==> src/hdl/twm_pkg.sv <==
// Constants, types and register map of the two-wire master controller
package twm_pkg;

   // ----------------------------------------------------------------
   // Register byte offsets
   // ----------------------------------------------------------------
   localparam logic [7:0] A_CTRL    = 8'h00;
   localparam logic [7:0] A_STATUS  = 8'h04;
   localparam logic [7:0] A_DATA    = 8'h08;
   localparam logic [7:0] A_BITRATE = 8'h0C;
   localparam logic [7:0] A_INT_ST  = 8'h10;
   localparam logic [7:0] A_INT_MSK = 8'h14;

   // ----------------------------------------------------------------
   // Control register bit positions
   // ----------------------------------------------------------------
   localparam int B_FLAG  = 7;
   localparam int B_ACK   = 6;
   localparam int B_START = 5;
   localparam int B_STOP  = 4;
   localparam int B_EN    = 2;

   // ----------------------------------------------------------------
   // Interrupt status bits
   // ----------------------------------------------------------------
   localparam int EV_W     = 3;
   localparam int EV_FLAG  = 0;
   localparam int EV_ARB   = 1;
   localparam int EV_ERROR = 2;

   // ----------------------------------------------------------------
   // Status codes
   // ----------------------------------------------------------------
   localparam logic [7:0] code_bus_error      = 8'h00;
   localparam logic [7:0] code_start          = 8'h08;
   localparam logic [7:0] code_rstart         = 8'h10;
   localparam logic [7:0] tx_addr_acked_code  = 8'h18;
   localparam logic [7:0] code_tx_addr_nack   = 8'h20;
   localparam logic [7:0] tx_byte_acked_code  = 8'h28;
   localparam logic [7:0] code_tx_byte_nack   = 8'h30;
   localparam logic [7:0] code_arb_lost       = 8'h38;
   localparam logic [7:0] code_rx_addr_ack    = 8'h40;
   localparam logic [7:0] code_rx_addr_nack   = 8'h48;
   localparam logic [7:0] code_rx_byte_ack    = 8'h50;
   localparam logic [7:0] code_rx_byte_nack   = 8'h58;
   localparam logic [7:0] code_idle           = 8'hF8;

   // ----------------------------------------------------------------
   // Bit sequencing
   // ----------------------------------------------------------------
   localparam logic [1:0] PH_LOW    = 2'h0;
   localparam logic [1:0] PH_RISE   = 2'h1;
   localparam logic [1:0] PH_SAMPLE = 2'h2;
   localparam logic [1:0] PH_FALL   = 2'h3;
   localparam logic [3:0] ACK_SLOT  = 4'h8;

   typedef enum logic [2:0] {ENG_IDLE, ENG_WAIT_FREE, ENG_START, ENG_BIT, ENG_STOP, ENG_HOLD} engine_t;

   typedef struct packed {
      logic scl;
      logic sda;
   } line_t;

   typedef struct packed {
      logic start_det;
      logic stop_det;
      logic tick;
   } line_ev_t;

endpackage

==> src/hdl/line_sampler.sv <==
// Two-wire line synchroniser, START/STOP detector and quarter-bit tick
`timescale 1ns/1ns
`default_nettype none
module line_sampler
   import twm_pkg::*;
#(
   parameter int RATE_W = 8
) (
   input  wire logic              clk,
   input  wire logic              rst_n,
   input  wire line_t             line_in,
   input  wire logic [RATE_W-1:0] rate,
   output var  line_t             line_q,
   output var  line_ev_t          ev
);

   typedef struct packed {
      line_t             s1;
      line_t             s2;
      line_t             prev;
      logic [RATE_W-1:0] cnt;
      line_ev_t          ev;
   } smp_t;

   smp_t smp_r;
   smp_t smp_nxt;

   always_comb begin
      smp_nxt      = smp_r;
      smp_nxt.s1   = line_in;
      smp_nxt.s2   = smp_r.s1;
      smp_nxt.prev = smp_r.s2;
      // Conditions are only judged on the second stage and later
      smp_nxt.ev.start_det = smp_r.prev.scl & smp_r.s2.scl & smp_r.prev.sda & ~smp_r.s2.sda;
      smp_nxt.ev.stop_det  = smp_r.prev.scl & smp_r.s2.scl & ~smp_r.prev.sda & smp_r.s2.sda;
      if (smp_r.cnt == '0) begin
         smp_nxt.cnt     = rate;
         smp_nxt.ev.tick = 1'b1;
      end else begin
         smp_nxt.cnt     = smp_r.cnt - 1'b1;
         smp_nxt.ev.tick = 1'b0;
      end
   end

   always_ff @(posedge clk or negedge rst_n) begin
      if (!rst_n) begin
         smp_r <= '0;
      end else begin
         smp_r <= smp_nxt;
      end
   end

   assign line_q = smp_r.s2;
   assign ev     = smp_r.ev;

endmodule
`default_nettype wire

==> src/hdl/two_wire_master_receiver.sv <==
// Two-wire bus master controller with APB register access
`timescale 1ns/1ns
`default_nettype none
module two_wire_master_receiver
   import twm_pkg::*;
#(
   parameter int RATE_W = 8
) (
   input  wire logic        MCLK,
   input  wire logic        RST_N,
   input  wire logic        PSEL,
   input  wire logic        PENABLE,
   input  wire logic        PWRITE,
   input  wire logic [7:0]  PADDR,
   input  wire logic [31:0] PWDATA,
   output var  logic [31:0] PRDATA,
   output var  logic        PREADY,
   output var  logic        PSLVERR,
   input  wire logic        SCL_IN,
   output var  logic        SCL_OUT,
   output var  logic        SCL_OE,
   input  wire logic        SDA_IN,
   output var  logic        SDA_OUT,
   output var  logic        SDA_OE,
   output var  logic        IRQ
);

   typedef struct packed {
      engine_t           state;
      logic [1:0]        phase;
      logic [3:0]        cnt;
      logic [7:0]        data;
      logic [7:0]        status;
      logic [RATE_W-1:0] bitrate;
      logic              flag;
      logic              ack_enable;
      logic              start_request;
      logic              stop_request;
      logic              iface_enable;
      logic              owner;
      logic              busy;
      logic              rx_mode;
      logic              addr_phase;
      logic              pend_start;
      logic              ack;
      logic [EV_W-1:0]   int_stat;
      logic [EV_W-1:0]   int_mask;
      logic              scl_oe;
      logic              sda_oe;
      logic [31:0]       prdata;
      logic              pready;
      logic              pslverr;
      logic              irq;
   } ctl_t;

   ctl_t     s_r;
   ctl_t     s_nxt;
   line_t    line_q;
   line_ev_t ev;

   line_sampler #(.RATE_W(RATE_W)) u_sampler (
      .clk     (MCLK),
      .rst_n   (RST_N),
      .line_in ('{scl: SCL_IN, sda: SDA_IN}),
      .rate    (s_r.bitrate),
      .line_q  (line_q),
      .ev      (ev)
   );

   // ----------------------------------------------------------------
   // Combinational helpers
   // ----------------------------------------------------------------
   logic              setup;
   logic              wr;
   logic              adv;
   logic              rx_data;
   logic              bit_val;
   logic              checked;
   logic              hit;
   logic [31:0]       rd;
   logic [7:0]        ctrl_rd;
   logic              set_flag;
   logic [7:0]        set_code;
   logic [EV_W-1:0]   ev_set;
   logic              clr;

   assign setup   = PSEL & ~PENABLE;
   assign wr      = PSEL & PENABLE & s_r.pready & PWRITE;
   // Phase after SCL release waits for the line to go high: slaves may stretch
   assign adv     = ev.tick & ~(s_r.phase == PH_SAMPLE & ~line_q.scl);
   assign rx_data = s_r.rx_mode & ~s_r.addr_phase;
   assign bit_val = rx_data ? ((s_r.cnt == ACK_SLOT) ? ~s_r.ack_enable : 1'b1)
                            : ((s_r.cnt == ACK_SLOT) ? 1'b1 : s_r.data[7]);
   // Bits whose released level another master may override
   assign checked = bit_val & (rx_data ? (s_r.cnt == ACK_SLOT) : (s_r.cnt != ACK_SLOT));
   assign ctrl_rd = {s_r.flag, s_r.ack_enable, s_r.start_request, s_r.stop_request,
                     1'b0, s_r.iface_enable, 2'b00};
   assign clr     = PWDATA[B_FLAG] & PWDATA[B_EN];

   always_comb begin
      hit = 1'b1;
      rd  = '0;
      case (PADDR)
         A_CTRL:    rd[7:0] = ctrl_rd;
         A_STATUS:  rd[7:0] = s_r.flag ? s_r.status : code_idle;
         A_DATA:    rd[7:0] = s_r.data;
         A_BITRATE: rd[RATE_W-1:0] = s_r.bitrate;
         A_INT_ST:  rd[EV_W-1:0] = s_r.int_stat;
         A_INT_MSK: rd[EV_W-1:0] = s_r.int_mask;
         default:   hit = 1'b0;
      endcase
   end

   // ----------------------------------------------------------------
   // Next-state logic
   // ----------------------------------------------------------------
   always_comb begin
      s_nxt    = s_r;
      set_flag = 1'b0;
      set_code = s_r.status;
      ev_set   = '0;

      s_nxt.pready  = setup;
      s_nxt.pslverr = setup & ~hit;
      if (setup & ~PWRITE) begin
         s_nxt.prdata = rd;
      end
      if (ev.start_det) begin
         s_nxt.busy = 1'b1;
      end else if (ev.stop_det) begin
         s_nxt.busy = 1'b0;
      end

      case (s_r.state)
         ENG_IDLE: begin
            s_nxt.scl_oe = 1'b0;
            s_nxt.sda_oe = 1'b0;
         end
         ENG_WAIT_FREE: begin
            if (!s_r.busy) begin
               s_nxt.state = ENG_START;
               s_nxt.phase = PH_LOW;
            end
         end
         ENG_START: begin
            if (adv) begin
               s_nxt.phase = s_r.phase + 1'b1;
               case (s_r.phase)
                  PH_LOW:    s_nxt.sda_oe = 1'b0;
                  PH_RISE:   s_nxt.scl_oe = 1'b0;
                  PH_SAMPLE: s_nxt.sda_oe = 1'b1;
                  default: begin
                     s_nxt.scl_oe = 1'b1;
                     s_nxt.owner  = 1'b1;
                     s_nxt.state  = ENG_HOLD;
                     set_flag     = 1'b1;
                     set_code     = s_r.owner ? code_rstart : code_start;
                  end
               endcase
            end
         end
         ENG_BIT: begin
            if (ev.start_det | ev.stop_det) begin
               // Misplaced condition: give up the bus without a STOP
               s_nxt.state  = ENG_HOLD;
               s_nxt.owner  = 1'b0;
               s_nxt.scl_oe = 1'b0;
               s_nxt.sda_oe = 1'b0;
               set_flag     = 1'b1;
               set_code     = code_bus_error;
               ev_set[EV_ERROR] = 1'b1;
            end else if (adv) begin
               s_nxt.phase = s_r.phase + 1'b1;
               case (s_r.phase)
                  PH_LOW: begin
                     s_nxt.scl_oe = 1'b1;
                     s_nxt.sda_oe = ~bit_val;
                  end
                  PH_RISE: s_nxt.scl_oe = 1'b0;
                  PH_SAMPLE: begin
                     s_nxt.ack = line_q.sda;
                     if (s_r.cnt != ACK_SLOT) begin
                        s_nxt.data = {s_r.data[6:0], rx_data ? line_q.sda : s_r.data[7]};
                     end
                     if (checked & ~line_q.sda) begin
                        s_nxt.state  = ENG_HOLD;
                        s_nxt.owner  = 1'b0;
                        s_nxt.scl_oe = 1'b0;
                        s_nxt.sda_oe = 1'b0;
                        set_flag     = 1'b1;
                        set_code     = code_arb_lost;
                        ev_set[EV_ARB] = 1'b1;
                     end
                  end
                  default: begin
                     s_nxt.scl_oe = 1'b1;
                     if (s_r.cnt == ACK_SLOT) begin
                        s_nxt.state = ENG_HOLD;
                        set_flag    = 1'b1;
                        if (s_r.addr_phase) begin
                           s_nxt.sda_oe = 1'b0;
                           if (s_r.rx_mode) begin
                              set_code = s_r.ack ? code_rx_addr_nack : code_rx_addr_ack;
                           end else begin
                              set_code = s_r.ack ? code_tx_addr_nack : tx_addr_acked_code;
                           end
                        end else if (rx_data) begin
                           set_code = s_r.ack_enable ? code_rx_byte_ack : code_rx_byte_nack;
                        end else begin
                           s_nxt.sda_oe = 1'b0;
                           set_code = s_r.ack ? code_tx_byte_nack : tx_byte_acked_code;
                        end
                     end else begin
                        s_nxt.cnt = s_r.cnt + 1'b1;
                     end
                  end
               endcase
            end
         end
         ENG_STOP: begin
            if (adv) begin
               s_nxt.phase = s_r.phase + 1'b1;
               case (s_r.phase)
                  PH_LOW: begin
                     s_nxt.scl_oe = 1'b1;
                     s_nxt.sda_oe = 1'b1;
                  end
                  PH_RISE:   s_nxt.scl_oe = 1'b0;
                  PH_SAMPLE: s_nxt.sda_oe = 1'b0;
                  default: begin
                     s_nxt.owner        = 1'b0;
                     s_nxt.stop_request = 1'b0;
                     s_nxt.state        = s_r.pend_start ? ENG_START : ENG_IDLE;
                  end
               endcase
            end
         end
         ENG_HOLD: s_nxt.scl_oe = s_r.owner;
         default:  s_nxt.state = ENG_IDLE;
      endcase

      if (set_flag) begin
         s_nxt.flag     = 1'b1;
         s_nxt.status   = set_code;
         ev_set[EV_FLAG] = 1'b1;
      end

      // ----------------------------------------------------------------
      // Register writes
      // ----------------------------------------------------------------
      if (wr & (PADDR == A_CTRL)) begin
         s_nxt.ack_enable    = PWDATA[B_ACK];
         s_nxt.start_request = PWDATA[B_START];
         s_nxt.stop_request  = PWDATA[B_STOP];
         s_nxt.iface_enable  = PWDATA[B_EN];
         if (!PWDATA[B_EN]) begin
            s_nxt.state  = ENG_IDLE;
            s_nxt.flag   = 1'b0;
            s_nxt.owner  = 1'b0;
            s_nxt.scl_oe = 1'b0;
            s_nxt.sda_oe = 1'b0;
         end else if (s_r.flag & clr) begin
            s_nxt.flag  = 1'b0;
            // Bit count restarts only here, phase here and on leaving the free-bus wait, so a control write mid-byte that keeps the enable bit set leaves the frame intact
            s_nxt.phase = PH_LOW;
            s_nxt.cnt   = '0;
            if (s_r.status == code_bus_error) begin
               s_nxt.state        = ENG_IDLE;
               s_nxt.stop_request = 1'b0;
            end else if (s_r.status == code_arb_lost) begin
               s_nxt.state = PWDATA[B_START] ? ENG_WAIT_FREE : ENG_IDLE;
            end else if (PWDATA[B_STOP]) begin
               s_nxt.state      = ENG_STOP;
               s_nxt.pend_start = PWDATA[B_START];
            end else if (PWDATA[B_START] & (s_r.status != code_start) & (s_r.status != code_rstart)) begin
               s_nxt.state = ENG_START;
            end else begin
               s_nxt.state      = ENG_BIT;
               s_nxt.addr_phase = (s_r.status == code_start) | (s_r.status == code_rstart);
               if ((s_r.status == code_start) | (s_r.status == code_rstart)) begin
                  s_nxt.rx_mode = s_r.data[0];
               end
            end
         end else if (~s_r.flag & PWDATA[B_START] & (s_r.state == ENG_IDLE)) begin
            s_nxt.state = ENG_WAIT_FREE;
         end
      end
      // Data only changes while nothing is shifting
      if (wr & (PADDR == A_DATA) & (s_r.flag | (s_r.state == ENG_IDLE))) begin
         s_nxt.data = PWDATA[7:0];
      end
      if (wr & (PADDR == A_BITRATE)) begin
         s_nxt.bitrate = PWDATA[RATE_W-1:0];
      end
      if (wr & (PADDR == A_INT_MSK)) begin
         s_nxt.int_mask = PWDATA[EV_W-1:0];
      end
      // An event in the clearing cycle survives the clear
      s_nxt.int_stat = ((wr & (PADDR == A_INT_ST)) ? (s_r.int_stat & ~PWDATA[EV_W-1:0]) : s_r.int_stat)
                       | ev_set;
      s_nxt.irq = |(s_nxt.int_stat & s_nxt.int_mask);
   end

   always_ff @(posedge MCLK or negedge RST_N) begin
      if (!RST_N) begin
         s_r <= '0;
      end else begin
         s_r <= s_nxt;
      end
   end

   assign PRDATA  = s_r.prdata;
   assign PREADY  = s_r.pready;
   assign PSLVERR = s_r.pslverr;
   assign SCL_OE  = s_r.scl_oe;
   assign SDA_OE  = s_r.sda_oe;
   assign IRQ     = s_r.irq;
   // Open-drain pins only ever pull low
   assign SCL_OUT = 1'b0;
   assign SDA_OUT = 1'b0;

   // ----------------------------------------------------------------
   // Assertions
   // ----------------------------------------------------------------
   a_status_idle_code: assert property (@(posedge MCLK) disable iff (!RST_N)
      (setup & ~PWRITE & (PADDR == A_STATUS) & ~s_r.flag) |=> (PRDATA[7:0] == code_idle))
      else $error("status not F8 while flag clear");
   a_hold_scl_low: assert property (@(posedge MCLK) disable iff (!RST_N)
      (s_r.state == ENG_HOLD & s_r.flag & s_r.owner) |-> SCL_OE)
      else $error("clock not held low during hold");
   a_flag_clear_write: assert property (@(posedge MCLK) disable iff (!RST_N)
      (wr & (PADDR == A_CTRL) & clr & s_r.flag) |=> (!s_r.flag && s_r.state != ENG_HOLD))
      else $error("flag clear did not resume");
   a_start_sets_flag: assert property (@(posedge MCLK) disable iff (!RST_N)
      (s_r.state == ENG_START & s_r.phase == PH_FALL & adv)
      |=> (s_r.flag && (s_r.status == code_start || s_r.status == code_rstart)))
      else $error("START did not raise the flag");
   a_rx_ack_level: assert property (@(posedge MCLK) disable iff (!RST_N)
      (s_r.state == ENG_BIT & rx_data & s_r.cnt == ACK_SLOT & s_r.phase == PH_SAMPLE)
      |-> (SDA_OE == s_r.ack_enable))
      else $error("wrong acknowledge level");
   a_stop_clears_bit: assert property (@(posedge MCLK) disable iff (!RST_N)
      (s_r.state == ENG_STOP & s_r.phase == PH_FALL & adv & ~(wr & (PADDR == A_CTRL)))
      |=> !s_r.stop_request)
      else $error("stop request not cleared");
   a_arb_release: assert property (@(posedge MCLK) disable iff (!RST_N)
      ($rose(s_r.flag) && s_r.status == code_arb_lost) |-> (!SCL_OE && !SDA_OE && !s_r.owner))
      else $error("bus not released after arbitration loss");
   a_bus_error_code: assert property (@(posedge MCLK) disable iff (!RST_N)
      (s_r.state == ENG_BIT & (ev.start_det | ev.stop_det) & ~(wr & (PADDR == A_CTRL)))
      |=> (s_r.flag && s_r.status == code_bus_error && !SDA_OE))
      else $error("bus error not reported");
   a_write_addr_mode: assert property (@(posedge MCLK) disable iff (!RST_N)
      (wr & (PADDR == A_CTRL) & clr & s_r.flag & ~PWDATA[B_STOP] & (s_r.status == code_rstart) & ~s_r.data[0])
      |=> (s_r.state == ENG_BIT && s_r.addr_phase && !s_r.rx_mode))
      else $error("write address did not select transmitter");
   a_flag_after_byte: assert property (@(posedge MCLK) disable iff (!RST_N)
      ($rose(s_r.flag) && (s_r.status == code_rx_byte_ack || s_r.status == code_rx_addr_ack))
      |-> ($past(s_r.state) == ENG_BIT && $past(s_r.cnt) == ACK_SLOT))
      else $error("flag set before acknowledge bit");

endmodule
`default_nettype wire

==> config.mk <==
export PLATFORM = sky130hd
export DESIGN_NAME = two_wire_master_receiver
export DESIGN_NICKNAME = d
export VERILOG_FILES = /design/src/hdl/twm_pkg.sv /design/src/hdl/line_sampler.sv /design/src/hdl/two_wire_master_receiver.sv
export SDC_FILE = /design/constraint.sdc
export NUM_CORES = 1
export LEC_CHECK = 0
export ABC_AREA = 1
export BUFFER_PORTS_ARGS = -buffer_cell sky130_fd_sc_hd__buf_2
export CORE_UTILIZATION = 51
export CTS_CLUSTER_DIAMETER = 50
export CTS_CLUSTER_SIZE = 14
export DETAILED_ROUTE_END_ITERATION = 8
export PLACE_DENSITY = 0.77
export RECOVER_POWER = 25
export SYNTH_ARGS = -nofsm -noshare
export SYNTH_HDL_FRONTEND = slang
export SYNTH_HIERARCHICAL = 1
export SYNTH_SLANG_ARGS = --single-unit
==> constraint.sdc <==
create_clock -name MCLK -period 1.78 [get_ports MCLK]
set_input_delay 0.089 -clock MCLK [delete_from_list [all_inputs] [get_ports MCLK]]
set_output_delay 0.089 -clock MCLK [all_outputs]
set_load 0.01 [all_outputs]
==> reports/qor.yml <==
routed_wl_um: 11300
final_cell_count_no_fill: 796
wl_met2_um: 5670
drv_cap: 0
clock_path_buffers: 2
wl_per_cell_um: 14.2
grt_max_degree: 47
r2r_cells: 9
synth_top_area_cell: "dfrtp_1"
drt_iter0_drc: 264
whs_ns: 0.0244
grt_pass1_wl_um: 17900
cts_buffers: 9
power_mw: 4.22
grt_pass1_vias: 3934
ys_top_cells_by_count: "nand2_1, inv_1, dfrtp_1"
core_area_um2: 8850
post-route-period-util: 1.00
drt.antenna.violating_nets: 0
via_count: 4199
critPathSlowestCell: "dfrtp_2"
num_antenna_cells: 0
fp-row-count: 34
start_kind: "flip-flop"
placedCellCount: 754
clock_latency_ns: 0.37
peakVddDrop_v: 0.000580
gp_congestion: 0.916
seqPwrFrac: 0.448
switchingPower_mw: 1.31
cts_tree: "built"
p_comb_frac: 0.190
swShare: 0.309
report.final.hold_viol_count: 0
post-route-min-period_ns: 1.78
drc: 4
yosysTopAreaCellShare: 0.402
grt_usage: 0.235
avgSynthCellArea_um2: 7.79
status: "complete, but fails checks"
grt_overflow: 0
arrival_ns: 2.02
synthTopCellsByArea: "dfrtp_1, nand2_1, inv_1, o21ai_0, buf_4"
wl_met3_um: 607
max-slew-margin-rel: 0.460
synth_cell_types: 49
clkSlewWorstSetupHoldPaths_ns: 0.09
synth_warnings: 6
rsz0062_at_grt: "yes"
fmax_mhz: 562
synthArstFlopShare: 1.00
die_x_um: 98.3
htreeDepth: 3
nets: 740
regToRegSetupSlack_ns: 0.0005
final.setup_skew_ns: 0.0129
hold_path.class: "input port to flip-flop"
min_path_cells: 3
drt-pass1-iter-count: 9
syn_area_um2: 4730
root_buffer: "clkbuf_8"
p_clk_frac: 0.362
tns_ns: 0
die_height_um: 98.3
cp.required_ns: 2.02
portBuffers: 35
p_per_area_nw_per_um2: 752
clock-sinks: 76
internal-power_mw: 2.92
maxSlewViolCount: 0
drive_gt1_frac: 0.267
crit_chain: "ha_4, inv_4, o21ai_4, buf_6, nor2_4, buf_4, nand3_2, o31ai_1, a21oi_1"
syn_inst: 607
synth.most_common_cell: "nand2_1"
max_stage_delay_ns: 0.46
ys_ff_latch: 76
ys_seq_area_frac: 0.402
viasPerCell: 5.28
setup_viol: 0
dieArea_um2: 9660
area_growth_pct: 18.9
critical_path.max_fanout: 5
antenna_found_initial: 0
m1WireLength_um: 4750
post-place-ws_ns: -0.0390
crit_type: "flip-flop to flip-flop"
top_layer: "met4"
max_slew.worst_pin.slew_ns: 0.811
ys_dominant_reg_cell: "dfrtp_1"
start_util: 0.534
violations: "design-rule violations"
dpl.hpwl_um: 8230
p_leak_nw: 2.85
worstSetupEndpointType: "flip-flop"
synth_edf_count: 0
num_io_pins: 86
fin_ws_ns: 0.000477
## sequential cells by signal, indices dropped and copies added, names as in the netlist
name               flops
u_sampler/smp_nxt      2
ctrl_rd                5
IRQ                    1
SDA_OE                 1
PSLVERR                1
PRDATA                 8
u_sampler/ev           3
s_r                   41
SCL_OE                 1
u_sampler/smp_r       10
PREADY                 1
u_sampler/line_q       2
## power groups by stage
stage | clock (mW) | combinational (mW) | sequential, mW
global route | 1.60 | 0.896 | 1.90
global placement | 0 | 0.671 | 1.92
CTS | 1.56 | 0.706 | 1.89
floorplan | 0 | 0.531 | 1.92
detailed placement | 0 | 0.690 | 1.93
finish | 1.53 | 0.802 | 1.89
## through the flow
stage,util,cell area [um^2]
after CTS,0.601,5320
after floorplan,-,4820
final,0.635,5620
after global routing,0.635,5620
after global placement,0.563,4980
after detailed placement,0.563,4980
## worst max-delay path, delay by kind of cell, from the launching register on
| family | cells | cell delay (ns) |
|---|---|---|
| AND/OR/NAND/NOR | 2 | 0.21 |
| buffers and inverters | 3 | 0.35 |
| AO/OA/AOI/OAI | 3 | 0.42 |
| flip-flops | 1 | 0.46 |
| adder cells (fa/ha/maj) | 1 | 0.20 |
## path summary, 6_finish.rpt
kind                                       start                  end
setup / recovery                         s_r[83]              s_r[81]
max in group asynchronous                  RST_N              s_r[83]
hold / removal                         PWDATA[0]              s_r[37]
setup reg to reg                         s_r[83]              s_r[81]
min in group asynchronous                  RST_N   u_sampler/smp_r[8]
hold reg to reg            u_sampler/smp_nxt[14]  u_sampler/line_q[1]
## area by class of cell
cell class,instances,area (um^2)
Fill cell,720,3230
Multi-Input combinational cell,418,2390
Sequential cell,76,1900
Timing Repair Buffer,84,596
Inverter,94,364
Tap cell,108,135
Clock buffer,9,124
Clock inverter,7,105
## metal layers
| layer | up-vias | GRT usage |
|---|---|---|
| met5 | - | 0 |
| met4 | 0 | 0.0781 |
| met3 | 27 | 0.0558 |
| met2 | 142 | 0.402 |
| met1 | 1971 | 0.293 |
| li1 | 2059 | - |
## logic make-up after synthesis
family,after synthesis,synth area share
XOR/XNOR,3,0.00556
buffers and inverters,138,0.148
AND/OR/NAND/NOR,262,0.270
flip-flops,76,0.402
adder cells (fa/ha/maj),10,0.0265
AO/OA/AOI/OAI,117,0.147
other,1,0.000794
## layout by cell type, fill, tap and decap left out, types with 7 or more instances in the layout
master,netlist,final
ha_1,10,7
nand2_2,9,18
inv_2,10,16
conb_1,1,26
o221ai_1,8,8
dfrtp_1,76,74
nor2_1,51,42
o21ai_0,60,55
nand2_4,5,7
nor2_2,4,8
clkbuf_8,0,9
buf_4,39,37
dlygate4sd3_1,0,8
a21oi_1,20,20
nand3_1,36,35
buf_2,2,34
nor2_4,8,13
nand2_1,126,115
inv_1,80,73
## timing repair
action | 4_1_cts | 5_1_grt
cloned | 0 | 0
endpoints found under the hold margin | 36 | 0
hold buffers | 8 | 0
pin swaps | 2 | 20
setup buffers | 2 | 16
gates resized for setup | 4 | 54
setup endpoints to repair | 5 | 19
(Power assumes the default switching activity.)
